--- src/hdl/gss_map.vh ---
// constants for the graticule scan sequencer
`ifndef GSS_MAP_VH
`define GSS_MAP_VH

// register offsets (index on the plain register port)
`define GSS_OFS_CTRL        4'h0
`define GSS_OFS_STATUS      4'h1
`define GSS_OFS_COLUMN      4'h2

// control register fields
`define GSS_CTRL_VIDEO      0
`define GSS_CTRL_OVERLAY    1
`define GSS_CTRL_RESET      8'h01

// status register fields
`define GSS_ST_BUSY         0
`define GSS_ST_INHIBIT      1
`define GSS_ST_CHAN_GRAT    2
`define GSS_ST_STAIR_CLEAR  3
`define GSS_ST_SLOW_SWEEP   4
`define GSS_ST_RAMP_RUN     5

// clock rate and timing figures
`define GSS_CLK_MHZ         250
`define GSS_SLOW_SWEEP_NS   50000
`define GSS_SLOW_SWEEP_CYC  ((`GSS_SLOW_SWEEP_NS * `GSS_CLK_MHZ) / 1000)

// divider moduli and counts
`define GSS_DIV_FIRST       8
`define GSS_DIV_MINOR       5
`define GSS_DIV_REF         45
`define GSS_MAJOR_DOTS      41
`define GSS_MINOR_DOTS      9
`define GSS_COL_STEPS       50
`define GSS_MINOR_PER_MAJOR 5

`endif

--- src/hdl/gss_sequencer.v ---
// graticule scan sequencer: dividers, retrace flag, phase compare, columns
//
// Summary of operation
// - slow sweeps: one graticule after every sweep
// - slow sweep end: inhibit sweeps, select graticule ramps
// - fast sweeps: no inhibit, still select graticule
// - scan starts lower left, columns sweep upward
// - video major column: 41 dots per sweep
// - minor column: 9 dots, one per major
// - digitize mode: dots only at major intersections
// - each sweep end steps one minor column right
// - after last column: plug-in select, release inhibit
// - divide 5 MHz input by eight
// - divide 625 kHz to reference, one pulse each
// - upper limit clears retrace flag, lower sets
// - correction pulse width equals the time difference
// - retrace first: slow-down high until reference
// - reference first: speed-up low until retrace
// - coincident: slow-down low, speed-up high
// - staircase advances only during retrace
// - count steps, assert staircase clear at count
// - start on gate rise or overlay-only
// - video pattern: one major, four minor, repeat
// - dots at 625 kHz video major, 125 kHz otherwise
// - staircase clear holds until next cycle
//
// Chosen here: the plain strobed port and the address map.

`include "gss_map.vh"

module gss_sequencer #(
	parameter SLOW_CYC   = `GSS_SLOW_SWEEP_CYC, // cycles of a 5 us/div sweep
	parameter DIV_FIRST  = `GSS_DIV_FIRST,      // 5 MHz to 625 kHz
	parameter DIV_MINOR  = `GSS_DIV_MINOR,      // 625 kHz to 125 kHz
	parameter DIV_REF    = `GSS_DIV_REF,        // 625 kHz to reference
	parameter MAJOR_DOTS = `GSS_MAJOR_DOTS,     // dots on a video major line
	parameter MINOR_DOTS = `GSS_MINOR_DOTS,     // dots on a minor line
	parameter COL_STEPS  = `GSS_COL_STEPS       // staircase steps per frame
) (
	input  wire       CLK_I,              // 250 MHz system clock
	input  wire       SYS_RST_I,          // synchronous reset, active high
	input  wire       CE_I,               // clock enable, low freezes all
	input  wire       REF_5M_I,           // 5 MHz reference level
	input  wire       SWEEP_ACTIVE_GATE_I,// high while a sweep runs
	input  wire       UPPER_LIMIT_I,      // ramp reached upper limit
	input  wire       LOWER_LIMIT_I,      // ramp reached lower limit
	input  wire [3:0] ADDR_I,             // register index
	input  wire [7:0] WDATA_I,            // register write data
	input  wire       WR_I,               // write strobe
	input  wire       RD_I,               // read strobe
	output reg  [7:0] RDATA_O,            // read data, cycle after strobe
	output reg        SWEEP_INHIBIT_O,    // locks out the time base
	output reg        CHAN_GRAT_O,        // selectors on graticule ramps
	output reg        STAIR_ADVANCE_O,    // staircase may rise
	output reg        COLUMN_STAIR_CLEAR_O, // staircase held at zero
	output reg        DOT_O,              // one-cycle dot pulse
	output reg        REF_PULSE_O,        // vertical reference pulse
	output reg        RAMP_RUN_O,         // retrace flag, high = ramp
	output reg        SLOW_DOWN_O,        // slope too steep, active high
	output reg        SPEED_UP_N_O        // slope too shallow, active low
);

	// one-hot sequencer states
	localparam [3:0] ST_IDLE  = 4'h1; // waiting for a cycle start
	localparam [3:0] ST_SWEEP = 4'h2; // sweep running, timing its length
	localparam [3:0] ST_SYNC  = 4'h4; // waiting for a ramp start
	localparam [3:0] ST_WRITE = 4'h8; // writing columns

	reg  [3:0]  state;       // sequencer state
	reg         ref_q;       // previous 5 MHz level
	reg  [2:0]  div_first;   // divide-by-eight counter
	reg  [2:0]  div_minor;   // divide-by-five counter
	reg  [5:0]  div_ref;     // divide-by-45 counter
	reg         tick625;     // 625 kHz pulse
	reg         tick125;     // 125 kHz pulse
	reg         gate_q;      // previous sweep gate level
	reg  [15:0] sweep_tmr;   // sweep length timer, saturating
	reg         slow_sweep;  // last sweep was 5 us/div or slower
	reg  [5:0]  step_cnt;    // staircase steps taken
	reg  [2:0]  col_minor;   // column position inside a major division
	reg  [5:0]  dot_cnt;     // dots written in this column
	reg  [7:0]  ctrl;        // control register

	wire video    = ctrl[`GSS_CTRL_VIDEO];   // video vs digitize select
	wire overlay  = ctrl[`GSS_CTRL_OVERLAY]; // overlay only select
	wire tick5    = REF_5M_I & ~ref_q;       // rising edge of 5 MHz
	wire g_rise   = SWEEP_ACTIVE_GATE_I & ~gate_q;
	wire g_fall   = ~SWEEP_ACTIVE_GATE_I & gate_q;
	wire retr_edg = RAMP_RUN_O & UPPER_LIMIT_I;  // ramp to retrace
	wire ramp_beg = ~RAMP_RUN_O & LOWER_LIMIT_I & ~UPPER_LIMIT_I;
	wire major    = (col_minor == 3'h0);
	wire last_col = (step_cnt == COL_STEPS[5:0]);

	// dot limit for a column from its kind and the mode
	function [5:0] gss_dot_limit;
		input is_major;
		input is_video;
		begin
			if (is_major && is_video)
				gss_dot_limit = MAJOR_DOTS[5:0];
			else if (is_major || is_video)
				gss_dot_limit = MINOR_DOTS[5:0];
			else
				gss_dot_limit = 6'h00; // digitize minor column stays dark
		end
	endfunction

	// wrap-around increment shared by the three dividers
	function [5:0] gss_wrap_inc;
		input [5:0] val;
		input [5:0] modulus;
		begin
			if (val == modulus - 6'h01)
				gss_wrap_inc = 6'h00;
			else
				gss_wrap_inc = val + 6'h01;
		end
	endfunction

	wire [5:0] dot_lim  = gss_dot_limit(major, video);
	// divider next values, cut back to the counter widths on purpose
	wire [5:0] next_div_first = gss_wrap_inc({3'h0, div_first},
		DIV_FIRST[5:0]);
	wire [5:0] next_div_minor = gss_wrap_inc({3'h0, div_minor},
		DIV_MINOR[5:0]);
	// major video lines run at the fast rate, everything else slow
	wire       dot_tick = (major && video) ? tick625 : tick125;

	// clock dividers: 5 MHz edges to 625 kHz, 125 kHz and reference
	always @(posedge CLK_I)
	begin
		if (SYS_RST_I)
		begin
			ref_q       <= 1'b0;
			div_first   <= 3'h0;
			div_minor   <= 3'h0;
			div_ref     <= 6'h00;
			tick625     <= 1'b0;
			tick125     <= 1'b0;
			REF_PULSE_O <= 1'b0;
		end
		else if (CE_I)
		begin
			ref_q   <= REF_5M_I;
			tick625 <= 1'b0;
			tick125 <= 1'b0;
			REF_PULSE_O <= 1'b0;
			if (tick5)
			begin
				// eight input edges make one 625 kHz tick
				div_first <= next_div_first[2:0];
				tick625   <= (div_first == DIV_FIRST[2:0] - 3'h1);
			end
			if (tick625)
			begin
				div_minor <= next_div_minor[2:0];
				tick125   <= (div_minor == DIV_MINOR[2:0] - 3'h1);
				// modulus 45 gives one reference per vertical sweep
				div_ref     <= gss_wrap_inc(div_ref, DIV_REF[5:0]);
				REF_PULSE_O <= (div_ref == DIV_REF[5:0] - 6'h01);
			end
		end
	end

	// retrace flag: upper limit wins if both comparators fire together
	always @(posedge CLK_I)
	begin
		if (SYS_RST_I)
			RAMP_RUN_O <= 1'b0;
		else if (CE_I)
		begin
			if (UPPER_LIMIT_I)
				RAMP_RUN_O <= 1'b0;
			else if (LOWER_LIMIT_I)
				RAMP_RUN_O <= 1'b1;
		end
	end

	// phase comparator: pulse width tracks the gap between the events
	always @(posedge CLK_I)
	begin
		if (SYS_RST_I)
		begin
			SLOW_DOWN_O  <= 1'b0;
			SPEED_UP_N_O <= 1'b1;
		end
		else if (CE_I)
		begin
			if (retr_edg && REF_PULSE_O)
			begin
				// in step: both outputs stay cleared
				SLOW_DOWN_O  <= 1'b0;
				SPEED_UP_N_O <= 1'b1;
			end
			else if (retr_edg)
			begin
				if (!SPEED_UP_N_O)
					SPEED_UP_N_O <= 1'b1;
				else
					SLOW_DOWN_O  <= 1'b1;
			end
			else if (REF_PULSE_O)
			begin
				if (SLOW_DOWN_O)
					SLOW_DOWN_O  <= 1'b0;
				else
					SPEED_UP_N_O <= 1'b0;
			end
		end
	end

	// sequencer: sweep timing, lockout, selectors, columns and dots
	always @(posedge CLK_I)
	begin
		if (SYS_RST_I)
		begin
			state                <= ST_IDLE;
			gate_q               <= 1'b0;
			sweep_tmr            <= 16'h0000;
			slow_sweep           <= 1'b0;
			SWEEP_INHIBIT_O      <= 1'b0;
			CHAN_GRAT_O          <= 1'b0;
			STAIR_ADVANCE_O      <= 1'b0;
			COLUMN_STAIR_CLEAR_O <= 1'b1;
			step_cnt             <= 6'h00;
			col_minor            <= 3'h0;
			dot_cnt              <= 6'h00;
			DOT_O                <= 1'b0;
		end
		else if (CE_I)
		begin
			gate_q <= SWEEP_ACTIVE_GATE_I;
			DOT_O  <= 1'b0;
			case (state)
				ST_IDLE:
				begin
					sweep_tmr <= 16'h0000;
					if (overlay)
					begin
						// overlay only: no sweep to wait for
						SWEEP_INHIBIT_O <= 1'b1;
						CHAN_GRAT_O     <= 1'b1;
						state           <= ST_SYNC;
					end
					else if (g_rise)
						state <= ST_SWEEP;
				end
				ST_SWEEP:
				begin
					// saturate so a very long sweep cannot wrap to fast
					if (sweep_tmr < SLOW_CYC[15:0])
						sweep_tmr <= sweep_tmr + 16'h0001;
					if (overlay)
					begin
						SWEEP_INHIBIT_O <= 1'b1;
						CHAN_GRAT_O     <= 1'b1;
						state           <= ST_SYNC;
					end
					else if (g_fall)
					begin
						// slow sweeps are locked out, fast ones keep running
						slow_sweep      <= (sweep_tmr >= SLOW_CYC[15:0]);
						SWEEP_INHIBIT_O <= (sweep_tmr >= SLOW_CYC[15:0]);
						CHAN_GRAT_O     <= 1'b1;
						state           <= ST_SYNC;
					end
				end
				ST_SYNC:
				begin
					// first column waits for a fresh ramp from the bottom
					if (ramp_beg)
					begin
						COLUMN_STAIR_CLEAR_O <= 1'b0;
						step_cnt             <= 6'h00;
						col_minor            <= 3'h0;
						dot_cnt              <= 6'h00;
						state                <= ST_WRITE;
					end
				end
				ST_WRITE:
				begin
					if (retr_edg)
					begin
						dot_cnt <= 6'h00;
						if (last_col)
						begin
							// frame done: hand the deflection back
							COLUMN_STAIR_CLEAR_O <= 1'b1;
							CHAN_GRAT_O          <= 1'b0;
							SWEEP_INHIBIT_O      <= 1'b0;
							STAIR_ADVANCE_O      <= 1'b0;
							state                <= ST_IDLE;
						end
						else
						begin
							// one minor step right during this retrace
							STAIR_ADVANCE_O <= 1'b1;
							step_cnt        <= step_cnt + 6'h01;
							if (col_minor == `GSS_MINOR_PER_MAJOR - 1)
								col_minor <= 3'h0;
							else
								col_minor <= col_minor + 3'h1;
						end
					end
					else if (LOWER_LIMIT_I)
						STAIR_ADVANCE_O <= 1'b0;
					else if (RAMP_RUN_O && dot_tick && dot_cnt < dot_lim)
					begin
						// dots only while the beam climbs the column
						DOT_O   <= 1'b1;
						dot_cnt <= dot_cnt + 6'h01;
					end
				end
				default:
					state <= ST_IDLE;
			endcase
		end
	end

	// register port: control write, status and column readback
	always @(posedge CLK_I)
	begin
		if (SYS_RST_I)
		begin
			ctrl    <= `GSS_CTRL_RESET;
			RDATA_O <= 8'h00;
		end
		else if (CE_I)
		begin
			RDATA_O <= 8'h00;
			if (WR_I && ADDR_I == `GSS_OFS_CTRL)
				ctrl <= WDATA_I & 8'h03; // only two bits implemented
			if (RD_I)
			begin
				case (ADDR_I)
					`GSS_OFS_CTRL:
						RDATA_O <= ctrl;
					`GSS_OFS_STATUS:
					begin
						RDATA_O <= {2'h0, RAMP_RUN_O, slow_sweep,
							COLUMN_STAIR_CLEAR_O, CHAN_GRAT_O,
							SWEEP_INHIBIT_O, ~state[0]};
					end
					`GSS_OFS_COLUMN:
						RDATA_O <= {2'h0, step_cnt};
					default:
						RDATA_O <= 8'h00; // unmapped reads as zero
				endcase
			end
		end
	end

endmodule // gss_sequencer

--- config.mk ---
export PLATFORM = sky130hd
export DESIGN_NAME = gss_sequencer
export DESIGN_NICKNAME = d
export VERILOG_FILES = /design/src/hdl/gss_sequencer.v
export VERILOG_INCLUDE_DIRS = /design/src /design/src/hdl
export SDC_FILE = /design/constraint.sdc
export NUM_CORES = 1
export LEC_CHECK = 0
export ABC_AREA = 1
export BUFFER_PORTS_ARGS = -buffer_cell sky130_fd_sc_hd__clkbuf_2
export CAP_MARGIN = 10
export CORE_UTILIZATION = 31
export CTS_CLUSTER_DIAMETER = 30
export DETAILED_ROUTE_END_ITERATION = 12
export PLACE_DENSITY_LB_ADDON = 0.25
export REMOVE_ABC_BUFFERS = 1
export SYNTH_ARGS = -nofsm -noshare
export SYNTH_HDL_FRONTEND = slang
export SYNTH_SLANG_ARGS = --single-unit
--- constraint.sdc ---
create_clock -name CLK_I -period 2.4 [get_ports CLK_I]
set_input_delay 0.36 -clock CLK_I [delete_from_list [all_inputs] [get_ports CLK_I]]
set_output_delay 0.36 -clock CLK_I [all_outputs]
set_load 0.05 [all_outputs]
# Word level (Yosys, flattened, before mapping)
# Index checks and enable logic that the tools add are counted.
[op_classes] n_shift=0 div_mod_pow=0 mux=64 mul=0 add_sub_neg=7 magnitude_cmp=3 bitwise=13 n_eq_ne=23 n_reduce_logical=28
[ops] operator="6-bit 2-to-1 mux" n=9
[ops] operator="4-bit 2-to-1 mux" n=8
[ops] operator="16-bit case mux with 2 select lines" n=1
[ops] operator="1-bit 2-to-1 mux" n=31
[ops] operator="6-bit case mux with 2 select lines" n=2
[ops] operator="6-bit by 1-bit adder with 6-bit output, second input constant" n=3
[ops] operator="3-bit 2-to-1 mux" n=6
[ops] operator="6-bit case mux with 3 select lines" n=1
[ops] operator="16-bit by 1-bit adder with 16-bit output, second input constant" n=1
[ops] operator="16-bit by 14-bit >= comparator with 1-bit output, second input constant" n=1
[ops] operator="16-bit by 14-bit less-than comparator with 1-bit output, second input constant" n=1
[ops] operator="16-bit 2-to-1 mux" n=1
[ops] operator="4-bit case mux with 4 select lines" n=1
[ops] operator="5-bit AND reduction" n=3
[ops] operator="6-bit equality test, second input constant" n=2
[ops] operator="2-bit inequality test, second input constant" n=6
[ops] operator="3-bit inequality test, second input constant" n=4
[ops] operator="3-bit AND reduction" n=4
[ops] operator="6-bit AND reduction" n=2
[ops] operator="3-bit by 1-bit adder with 3-bit output, second input constant" n=3
[ops] operator="3-bit equality test, second input constant" n=3
[ops] operator="4-bit by 1-bit equality test with 1-bit output, second input constant" n=2
[ops] operator="4-bit by 2-bit equality test with 1-bit output, second input constant" n=2
[ops] operator="2-bit AND reduction" n=4
[ops] operator="17 further kinds" n=37
[word_totals] ramBits=0 word_cells=162 output_inout_bits=17 latch_bits=0 n_memories=0 rom_bits=0 register_bits=71

# Longest topological paths before layout
# Gate-level depths: netlist of the first run.
[depth] word_depth=10 mapped_depth=16

# Worst setup path after synthesis of the first run
# Ideal clock, no wire load.
[synth_timing] path_type="flip-flop to flip-flop" start="reg col_minor[0]" end="reg dot_cnt[5]" setup_ps=132 path_slack_ps=466 path_stages_with_launch=17 arrival_ps=1802 cell_sequence="dfxtp_1 inv_1 ha_1 inv_1 o21bai_1 inv_1 ha_1 nand2_1 nand2_1 nand2_1 nand2_1 nor2_1 nand2_1 nand2_1 nand2_1 nand2_1 a21oi_1"
[synth_between] elab_chain_len=8 elab_cells_between_ends=11 cone_classes="order compare (1); eq/ne (1); mux (3); reduce/logical (6)"
[synth_rtl] item="start: declaration" line="gss_sequencer.v:80" rtl="reg [2:0] col_minor;"
[synth_rtl] item="start signal: assignment" line="gss_sequencer.v:302" rtl="col_minor <= col_minor + 3'h1;"
[synth_rtl] item="3-bit logical NOT (*)" line="gss_sequencer.v:91" rtl="wire major = (col_minor == 3'h0);"
[synth_rtl] item="1-bit logical OR" line="gss_sequencer.v:101" rtl="else if (is_major || is_video)"
[synth_rtl] item="4-bit 2-to-1 mux" line="gss_sequencer.v:101"
[synth_rtl] item="6-bit 2-to-1 mux" line="gss_sequencer.v:99" rtl="if (is_major && is_video)"
[synth_rtl] item="6-bit less-than comparator" line="gss_sequencer.v:307" rtl="else if (RAMP_RUN_O && dot_tick && dot_cnt < dot_lim)"
[synth_rtl] item="1-bit logical AND (*)" line="gss_sequencer.v:307"
[synth_rtl] item="3-bit inequality test (no source line) (*)"
[synth_rtl] item="5-bit AND reduction (no source line) (*)"
[synth_rtl] item="end signal: assignment" line="gss_sequencer.v:311" rtl="dot_cnt <= dot_cnt + 6'h01;"
[synth_rtl] item="end: declaration" line="gss_sequencer.v:81" rtl="reg [5:0] dot_cnt;"
# Every way passes the cells marked *; elsewhere a longest branch is shown, timed or not.
# A chain may end at the register's enable or synchronous reset.

# Final worst setup path of the first run
# Same ends and word-level chain as after synthesis.

==> run summary, run 1 <==
The worst max-slew margin expressed relative to the limit is 0.6527. The area occupied by multi-input gates is 0.002156 mm2. The Yosys step of the flow raised 0 warnings.

The area share of and/or/nand/nor cells after synthesis is 0.3341. The number of global-route vias before repair was ~3300. Counting along the longest clock path gives a buffer depth of 2. The overall die height is about 110 um.

The timing-limited maximum frequency came out at 465.6 MHz. The initial antenna violation count came out at 0. The total DRC errors in the routed layout came out at 0. TritonCTS built the clock tree.

The number of port buffers came out at 29. The synthesized area divided by synthesized cell count came out at 6.958 um2. The H-tree depth is 3. Setup repair after global routing left no endpoint under its margin. The actual slew at the worst max-slew pin came out at 520.9 ps. The part of the Yosys area used for sequential elements came out at 0.3571.

The maximum clock skew at final layout is 4.103 ps. The placeable core area is 0.01211 mm2. The synthesized design spends more area on one cell type than any other, namely dfxtp_1. The share of synthesized area in the top cell type comes to 0.3571.

The most numerous cell type found on the critical path is nand2_1. The summed negative setup slack over all endpoints is 0 ps. The first global-routing pass estimated 15810 um of wire. In this run the critical register-to-register path is launched from col_minor[0]. Entering global routing, the biggest net connects 45 pins. The data required time at the worst endpoint came out at 2590 ps. The CTS sink count came out at 69. The worst setup path is captured at a flip-flop. The detailed-route wire length per cell is 12.14 um. The HPWL after detailed placement is 6653 um. IR analysis of the VDD net gives a maximum drop of 0.4442 mV.

The most critical setup path has its startpoint at col_minor[0]. The post-synthesis register bit count is 69. The final count of hold timing violations came out at 0. The clock period could shrink to 2148 ps. Before antenna repair, the detailed router went through 4 iterations.

Across the run, the number of max-cap violations was 0. The post-synthesis to final-layout area growth came out at 16.14%. The number of cells produced by synthesis is about 560. The final number of setup-violating endpoints is 0. The number of stages on the worst hold path is 3. Clock tree synthesis selected as its root buffer the cell clkbuf_16. Ranked by instance count, the synthesized netlist is headed by 122 x nand2_1, 69 x dfxtp_1, 61 x inv_1. The worst hold slack is 292.8 ps.

The number of synthesized flops with an enable pin came out at 0. The clock network latency to the later pin of the worst-skew pair is about 330 ps. In the post-synthesis netlist, the cell with the most instances is nand2_1. Fill cells in the final layout number 1331. The starting utilization of the core area is 0.3194. The number of setup buffers added after CTS came out at 0. Summed over all cells, the static leakage comes to ~1.8 nW. The number of nets in the final layout came out at 621. The first routing iteration left between 150 and 200 violations. The worst hold path belongs to the class in2reg. The worst hold path begins at REF_5M_I. In this run the remaining antenna-violating nets after routing total 0. The CTS buffer count is 9. The overall via count from detail_route is 3562. In this run the critical register-to-register path is captured at dot_cnt[5]. The reg2reg setup slack came out at 250 ps. The signal on the critical path passes through inv_1, ha_1, inv_1, o21bai_1, inv_1, ha_1, nand2_1, nand2_1, nand2_1, nand2_1, nor2_1, nand2_1, nand2_2, nand2_2, nand2_1, a21oi_1. The xor and xnor area share after synthesis is 0.02490. The floorplan step defined a die boundary enclosing 0.01293 mm2. Across the whole layout, storage elements account for between 0.001 and 0.0015 mm2. The critical path data arrival time came out at about 2300 ps.

The flow ran to the end, and the final reports show no timing, DRC or antenna violations. The kind of start point of the critical path is a flip-flop. The site row count is 40.

Ranked by total cell area, the synthesized netlist is headed by dfxtp_1 36%, nand2_1 12%, a21oi_1 7.1%. The largest fanout on the critical path came out at 5. Measured in cells, the most critical reg-to-reg path has a length of 16.

The hold path endpoint is ref_q. On the worst path, the slowest cell contributes a delay of 320 ps. The total routing resource utilization after global routing is 0.1533. The compound-gate portion of the synthesized area came out at 0.1465. The most used flip-flop cell after synthesis is dfxtp_1. For this design, the slowest cell found on the critical path is dfxtp_1. The global placer's final weighted congestion came out at 0.8402. The final number of max-transition violations is 0. Global routing finished with a remaining overflow of 0. The async set or reset register ratio after synthesis is 0. The synthesized area is 0.003869 mm2. 0 antenna diodes ended up in the layout. The adder and majority cell fraction of the synthesized area came out at 0.04851.

The count of pins on the block boundary came out at 38. The critical path is of the reg2reg type. The fraction of layout instances using a drive strength above 1 came out at 0.1356.

The clock edge transition at the registers on the reported setup and hold paths came out at 60 ps. The die width came out at 113.7 um. The share of the clock period used by the worst path came out at 0.8949. For this block, the routed nets add up to 9199 um of wire. Measured against the total synthesized area, the mux share comes to 0.

For this design the ratio of total power to cell area is approximately 700 mW/mm2. The distinct cell type count of the synthesized netlist came out at 45. By area, the combinational part of the netlist is dominated by simple AND/OR/NAND/NOR gates. The via count normalized by instance count is 4.699.
==> placed cells by master (no fill, tap or decap), types with 14 or more instances in the layout <==
master    instances
a21oi_1          55
clkbuf_2         29
dfxtp_1          69
ha_1             15
inv_1            61
nand2_1         120
nand3_1          46
nand4_1          14
nor2_1           54
o21ai_0          30
==> critical path, delay by kind of cell (launching register included) <==
family / cells / cell delay, ps
AND/OR/NAND/NOR: 9 / 780
adder cells (fa/ha/maj): 2 / 480
flip-flops: 1 / 320
AO/OA/AOI/OAI: 2 / 230
buffers and inverters: 3 / 190
==> metal layers <==
metal | GRT usage | share of wire | up-vias
li1 | - | - | 1887
met1 | 0.2005 | 0.50 | 1619
met2 | 0.2533 | 0.46 | 52
met3 | 0.03773 | 0.038 | 4
met4 | 0.03684 | 0.0038 | 0
met5 | 0 | 0 | -
==> logic make-up (layout without fill, tap and decap cells) <==
family                     Yosys count  after routing
adders and majority gates           15             15
buffers and inverters               83            116
DFF                                 69             69
xor gates and xnor gates            11             11
and+or+nand+nor                    275            275
AOI/OAI and AO/OA                  102            102
other                                1              2
==> where the power goes <==
part | leakage, nW | total (mW) | internal (mW) | switching, mW
sequential | 0.558 | 1.25 | 1.19 | 0.0567
combinational | 1.09 | 0.572 | 0.157 | 0.416
clock | 0.148 | 1.35 | 0.820 | 0.534
total | 1.79 | 3.18 | 2.17 | 1.01
==> metrics by stage <==
stage	worst slack (ps)	utilization	instance area [um2]	instances	total power, mW
2_1_floorplan	481.7	-	3779	539	1.673
3_3_place_gp	225.5	0.3450	4179	742	1.844
3_5_place_dp	155.4	0.3450	4179	742	1.851
4_1_cts	164.4	0.3706	4488	758	3.219
5_1_grt	15.55	0.3710	4493	758	3.345
6_report	252.1	0.3710	4493	758	3.175
==> final cells by class <==
cell class	instances	area share
clock buffer	9	0.05013
clock inverter	7	0.01866
inverter	65	0.05486
multi-input combinational	405	0.4798
sequential	69	0.3074
tap	168	0.04678
timing repair buffer	35	0.04233
==> repair_timing <==
| item | CTS | global route |
|---|---|---|
| resized for setup | 0 | 2 |
| endpoints found under the setup margin | 0 | 5 |
| endpoints found under the hold margin | 0 | 0 |
| hold buffers | 0 | 0 |
==> flip-flops by register name, indices dropped and copies added, names as in the netlist, 2 cells and up <==
| register | cells |
|---|---|
| step_cnt | 6 |
| sweep_tmr | 16 |
| ctrl | 2 |
| col_minor | 3 |
| div_first | 3 |
| RDATA_O | 6 |
| dot_cnt | 6 |
| div_ref | 6 |
| state | 4 |
| div_minor | 3 |
==> how the worst max path moves through the flow <==
stage          slack [ps]  cells past startpoint         end
2_1_floorplan         480                     16  dot_cnt[5]
3_3_place_gp          230                     16  dot_cnt[5]
3_5_place_dp          160                     16  dot_cnt[1]
4_1_cts               160                     16  dot_cnt[5]
5_1_grt                20                     16  dot_cnt[4]
6_report              250                     16  dot_cnt[5]
No activity file was read; power rests on OpenSTA's default activity.
==> run 2: changes to the inputs <==
--- a/config.mk
+++ b/config.mk
@@ -7,11 +7,11 @@
 export NUM_CORES = 1
 export LEC_CHECK = 0
 export ABC_AREA = 1
-export BUFFER_PORTS_ARGS = -buffer_cell sky130_fd_sc_hd__clkbuf_2
 export CAP_MARGIN = 10
 export CORE_UTILIZATION = 31
 export CTS_CLUSTER_DIAMETER = 30
 export DETAILED_ROUTE_END_ITERATION = 12
+export DONT_BUFFER_PORTS = 1
 export PLACE_DENSITY_LB_ADDON = 0.25
 export REMOVE_ABC_BUFFERS = 1
 export SYNTH_ARGS = -nofsm -noshare
==> run 2 against run 1 <==
  * Via count shrank 3.1%
  * Global-route usage rose by 0.51 points
  * Register-to-register slack got worse by 20 ps
  * Fmax decreased by 0.85%
  * Routed wire length is 1.8% higher
  * Cell count shrank 4.1%
==> run summary, run 2 (synthesis gave the netlist of run 1 again) <==
The pin count of the biggest net entering global routing is 46. The maximum clock skew at final layout came out at about 6.6 ps. The CTS sink count is 69. The critical path endpoint category is a flip-flop. The final number of setup-violating endpoints came out at 0. The detailed router placed 3450 vias in this run.

Dividing the final minimum period by the clock period gives 0.9026. The site row count came out at 40. The floorplan die area is 0.01293 mm2. The critical path data arrival time is between 2000 and 2500 ps.

Wires add up to around 9400 um. The critical path is of the reg2reg type. The library cells used most frequently in the layout, excluding fill and tap cells, are 121 x nand2_1, 69 x dfxtp_1, 61 x inv_1. After the first detailed-routing iteration, the DRC count stood at 146. The largest fanout on the critical path came out at 5. The number of global-route vias before repair came to 3401. Adding up every negative setup slack in the final design gives 0 ps. The actual slew at the worst max-slew pin came out at 596.7 ps. The most critical setup path has its startpoint at col_minor[0]. The HPWL after detailed placement came out at 6627 um. The post-detailed-route count of antenna-violating nets came out at 0. During I/O placement, the number of pins put on the boundary was 38. The final count of hold timing violations is 0. The final number of max-transition violations is 0. The kind of start point of the critical path is a flip-flop. The first global-routing pass estimated 16220 um of wire. Buffers inserted during clock tree synthesis total 9. The antenna cell count is 0. The area of all sequential standard cells came out at roughly 0.0014 mm2.

The number of nets in the final layout is 590. The root cell of the clock tree is clkbuf_16. The power density over cell area is 763.8 mW/mm2.

The post-synthesis to final-layout area growth is 13.23%. The library cell used most frequently in the layout, excluding fill and tap cells, is nand2_1. The run finished with clean final reports. The TritonCTS clock tree is built. The layout filler cell count came out at 1345. The maximum clock path buffer count came out at 2. CTS built an H-tree with a depth of 3. The min-delay analysis places its worst path in the category in2reg. The fraction of layout instances using a drive strength above 1 came out at 0.08587. The peak supply drop is 0.3034 mV. The number of cells on the worst reg-to-reg path is 16.

The startpoint identified for the worst register-to-register timing path is col_minor[0]. The worst max-slew margin expressed relative to the limit came out at 0.6017. The overflow left after global routing came out at 0. The overall die height came out at 113.7 um. The initial utilization of the core area, before any placement, comes to 0.3194. In this run the critical register-to-register path is captured at dot_cnt[5]. The worst setup slack after layout came out at 233.8 ps.

The number of hold buffers added after CTS was 0. Setup repair after global routing left no endpoint under its margin. The number of setup buffers added after CTS came out at 0.

The pre-antenna-repair detailed-routing pass consisted of 4 iterations. The setup slack at placement is 202.1 ps. The global placer's final weighted congestion came out at approximately 0.81. The total power consumption of the routed design is about 3.3 mW. The register with the most flip-flops in the layout has 16 of them. The clock reaches the later pin of the worst-skew pair after 330 ps. The clock period minus worst slack is 2166 ps. The data required time at the worst endpoint came out at 2620 ps. The number of port buffers came out at 0. The initial antenna violation count is 0. Dividing the detail-routed wire length by the instance count gives approximately 13 um.

Max-cap violations in this run came to 0. The total DRC errors in the routed layout came out at 0. The clock edge transition at the registers on the reported setup and hold paths is roughly 60 ps. The total routing resource utilization after global routing is 0.1584.

The timing-limited maximum frequency came out at 461.6 MHz. The placeable core area is 0.01211 mm2. The via count normalized by instance count came out at 4.746.

The setup check on the worst reg-to-reg path leaves a slack of 230 ps. sweep_tmr holds more flip-flops than any other register. The area occupied by multi-input gates is approximately 0.0022 mm2. The destination of the critical timing path is dot_cnt[5]. The die width came out at ~110 um. The analysis attributes to cell leakage a power of 1.682 nW.
run 2: worst min-delay path by stage:
| stage | from | to | cells after the start |
|---|---|---|---|
| finish | SYS_RST_I | dot_cnt[4] | 1 |
| detailed placement | sweep_tmr[15] | sweep_tmr[15] | 2 |
| global placement | sweep_tmr[14] | sweep_tmr[14] | 2 |
| floorplan | sweep_tmr[14] | sweep_tmr[14] | 2 |
| global route | SYS_RST_I | dot_cnt[2] | 1 |
| CTS | SYS_RST_I | step_cnt[1] | 1 |
run 2: area by class of cell:
cell class | instances | share of cell area
clock buffer | 11 | 0.05770
clock inverter | 5 | 0.02428
inverter | 65 | 0.05627
multi-input combinational | 405 | 0.4916
sequential | 69 | 0.3153
tap | 168 | 0.04799
timing repair buffer | 4 | 0.006855
run 2: what timing repair did:
item	4_1_cts	5_1_grt
hold endpoints to repair	0	0
setup endpoints to repair	0	5
gates resized for setup	0	1
run 2: power breakdown:
part / switching (mW) / internal [mW] / total (mW)
combinational: 0.331 / 0.136 / 0.467
sequential: 0.112 / 1.19 / 1.30
clock: 0.501 / 1.07 / 1.57
total: 0.944 / 2.40 / 3.35
run 2: through the flow:
| stage | utilization | area [um2] | hold slack, ps | std cells |
|---|---|---|---|---|
| 5_1_grt | 0.3617 | 4380 | 77.87 | 727 |
| 6_report | 0.3617 | 4380 | 94.92 | 727 |
| 3_3_place_gp | 0.3318 | 4019 | 427.2 | 711 |
| 2_1_floorplan | - | 3779 | 419.0 | 539 |
| 3_5_place_dp | 0.3318 | 4019 | 428.5 | 711 |
| 4_1_cts | 0.3615 | 4378 | 80.99 | 727 |
run 2: routing by layer:
metal,track usage,wire (um)
met5,0,0
met4,0.03947,90
met3,0.04570,461
met2,0.2732,4468
met1,0.1932,4347
run 2: worst max-delay path: stages, from the launching register on:
cell and delay (ps):
dfxtp_1 320, inv_1 70, ha_1 210, inv_1 70, o21bai_1 160, inv_1 60
ha_1 280, nand2_1 70, nand2_1 50, nand2_1 50, nand2_1 50, nor2_1 120
nand2_1 110, nand2_1 180, nand2_2 120, nand2_1 70, a21oi_1 60
==> run 3: changes to the inputs <==
--- a/config.mk
+++ b/config.mk
@@ -12,6 +12,7 @@
 export CTS_CLUSTER_DIAMETER = 30
 export DETAILED_ROUTE_END_ITERATION = 12
 export DONT_BUFFER_PORTS = 1
+export GPL_TIMING_DRIVEN = 0
 export PLACE_DENSITY_LB_ADDON = 0.25
 export REMOVE_ABC_BUFFERS = 1
 export SYNTH_ARGS = -nofsm -noshare
==> run 3 against run 2 <==
  * Hold slack worse by 6.5 ps
  * Critical path depth stayed put
  * Combinational power is 4% lower
  * Flip-flop and latch count stayed put
  * Power is 3.7% lower
  * Clock skew hardly changed
  * Via count hardly changed
  * Sequential share of layout area is 0.38 points higher
  * Critical path type unchanged
  * Largest cell class unchanged
==> run summary, run 3 (synthesis gave the netlist of run 1 again) <==
The run finished with clean final reports. Setup repair after global routing left no endpoint under its margin. Along the worst hold path, the cell count comes to 1.

For this run, the total global-route usage over all layers was measured as 0.1548. The standard cell area after detailed placement came out at approximately 0.0040 mm2. TritonCTS built the clock tree. The number of clock buffers added by TritonCTS is 9. Summed over all layers, the routed wires come to 9289 um. In the routed design, unresolved DRC markers number 0.

Among the stages of the critical path, the cell type that occurs most often is nand2_1. The count of max-cap constraint violations is 0. The first global-routing pass estimated 15630 um of wire. The largest register by flop count is sweep_tmr. The maximum clock skew at final layout is 6.633 ps.

The summed negative setup slack over all endpoints is 0 ps. The worst hold-check path type is in2reg. The antenna cell count came out at 0. Summed over all layers, the global routing overflow is 0.

The CTS sink count came out at 69. Leaving out fill and tap cells, the most frequent cell in the layout is nand2_1. STA classifies the critical path endpoint as a flip-flop. The number of nets in the final layout came out at 586. For this design, the CTS-stage hold fixing added 0 buffers. The clock edge transition at the registers on the reported setup and hold paths came out at 60 ps. The register with the most flip-flops in the layout has 16 of them. The worst max-slew margin expressed relative to the limit is 0.5046. The slowest cell on the critical path is dfxtp_1. Summing all multi-input logic gate instances after layout gives 0.002162 mm2. Data on the critical path arrives at its endpoint at 2380 ps.

The timing-limited maximum frequency is 463.9 MHz. The worst setup path is of the reg2reg kind. The power density over cell area is 744.1 mW/mm2. The number of placed instances, taps included is about 710. The post-synthesis to final-layout area growth came out at 11.87%. In this run the most critical hold path is launched from SYS_RST_I. The design draws 3.220 mW. Summing over every cut layer, the via total after detailed routing is 3447. The worst setup slack after layout came out at about 240 ps.

Measured along the x axis, the die boundary spans approximately 110 um. The area of all placed cells without fillers came out at approximately 0.0043 mm2. In this run the clock root is driven by a clkbuf_16.

The detailed-route wire length per cell came out at 12.85 um. The peak supply drop came out at 0.4133 mV. The number of standard cells in the layout, taps in and fillers out came out at 723.

The count of pins on the block boundary is 38. The count of routing violations after the opening detailed-route iteration came out at just over 200. The worst hold path terminates at step_cnt[1]. The final core utilization is 0.3573. The global placer's final weighted congestion is just over 0.8. The overall die height came out at 113.7 um. The H-tree depth is 3. The final number of max-transition violations came out at 0. The number of search-and-repair iterations in the first detailed-routing pass came out at 4. The number of port buffers is 0.

The signal on the critical path passes through inv_1, ha_2, inv_1, o21bai_2, inv_1, ha_1, nand2_1, nand2_1, nand2_1, nand2_1, nor2_1, nand2_1, nand2_2, nand2_2, nand2_1, a21oi_1. The final number of setup-violating endpoints came out at 0. The setup slack at placement came out at 136.9 ps. The area of all sequential standard cells came out at 0.001381 mm2.

Data on the critical path is required at its endpoint by 2620 ps. In this run the register-to-register setup slack is 240 ps. Entering global routing, the biggest net connects 46 pins. The layout has 1334 filler cells. For the finished layout, the period the worst path requires is 2156 ps. The actual slew at the worst max-slew pin is 742.3 ps.

The top cell types in the final layout, fill and taps aside, are 120 x nand2_1, 69 x dfxtp_1, 61 x inv_1. The count of cells along the worst register-to-register path is 16. The maximum clock path buffer count came out at 2.

The total leakage power is approximately 1.6 nW. The post-detailed-route count of antenna-violating nets is 0. The starting utilization of the core area is 0.3194. The share of the clock period used by the worst path came out at 0.8982.

The placeable core area came out at 0.01211 mm2. The die covers 0.01293 mm2. The initial antenna violation count was 0. After clock tree synthesis, the setup repair step added 0 buffers.

Of all nets on the critical path, the largest fanout is 5. The HPWL after detailed placement is 6492 um. The worst register-to-register path ends at dot_cnt[3].

The fraction of layout instances using a drive strength above 1 came out at 0.08108. The number of global-route vias before repair came out at 3180. The worst hold slack is 88.41 ps. The worst reg2reg path startpoint is col_minor[0]. The final count of hold timing violations is 0. The kind of start point of the critical path is a flip-flop. Using the TritonRoute via totals, the vias-per-cell ratio works out to 4.768. The largest single stage delay on the critical path is roughly 320 ps. The clock reaches the later pin of the worst-skew pair after 330 ps. The initialized floorplan defines 40 standard-cell rows.
[run 3: how the worst max path moves through the flow]
stage / slack, ps / startpoint / endpoint / depth (start not counted)
after floorplan: 480 / col_minor[0] / dot_cnt[5] / 16
after global placement: 160 / col_minor[0] / dot_cnt[5] / 16
after detailed placement: 140 / col_minor[0] / dot_cnt[4] / 16
after CTS: 90 / col_minor[0] / dot_cnt[3] / 16
after global routing: 50 / col_minor[0] / dot_cnt[3] / 16
final: 240 / col_minor[0] / dot_cnt[3] / 16
[run 3: metal layers]
| layer | vias to the layer above | track usage | routed length, um |
|---|---|---|---|
| met5 | - | 0 | 0 |
| met4 | 0 | 0.05526 | 167 |
| met3 | 17 | 0.03932 | 412 |
| met2 | 56 | 0.2484 | 4302 |
| met1 | 1557 | 0.2008 | 4407 |
| li1 | 1817 | - | - |
[run 3: repair_timing]
action	CTS	global route
endpoints found under the hold margin	0	0
gates resized for setup	0	4
endpoints found under the setup margin	0	5
[run 3: area by class of cell]
cell class | count | share of cell area
multi-input cells | 405 | 0.4996
inverters | 65 | 0.05695
flip-flops and latches | 69 | 0.3192
clock buffers | 13 | 0.06013
well taps | 168 | 0.04857
clock inverters | 3 | 0.01561
[run 3: critical path, delay by kind of cell (launching register included)]
| family | cells | cell delay (ps) |
|---|---|---|
| compound gates | 2 | 230 |
| fa+ha+maj | 2 | 490 |
| buf+inv | 3 | 210 |
| flops | 1 | 320 |
| simple gates | 9 | 790 |
[run 3: power breakdown]
| part | switching (mW) | total, mW | leakage, nW | internal [mW] |
|---|---|---|---|---|
| Combinational | 0.319 | 0.450 | 0.923 | 0.132 |
| Clock | 0.493 | 1.46 | 0.156 | 0.967 |
| Sequential | 0.118 | 1.31 | 0.558 | 1.19 |
| Total | 0.929 | 3.22 | 1.64 | 2.29 |
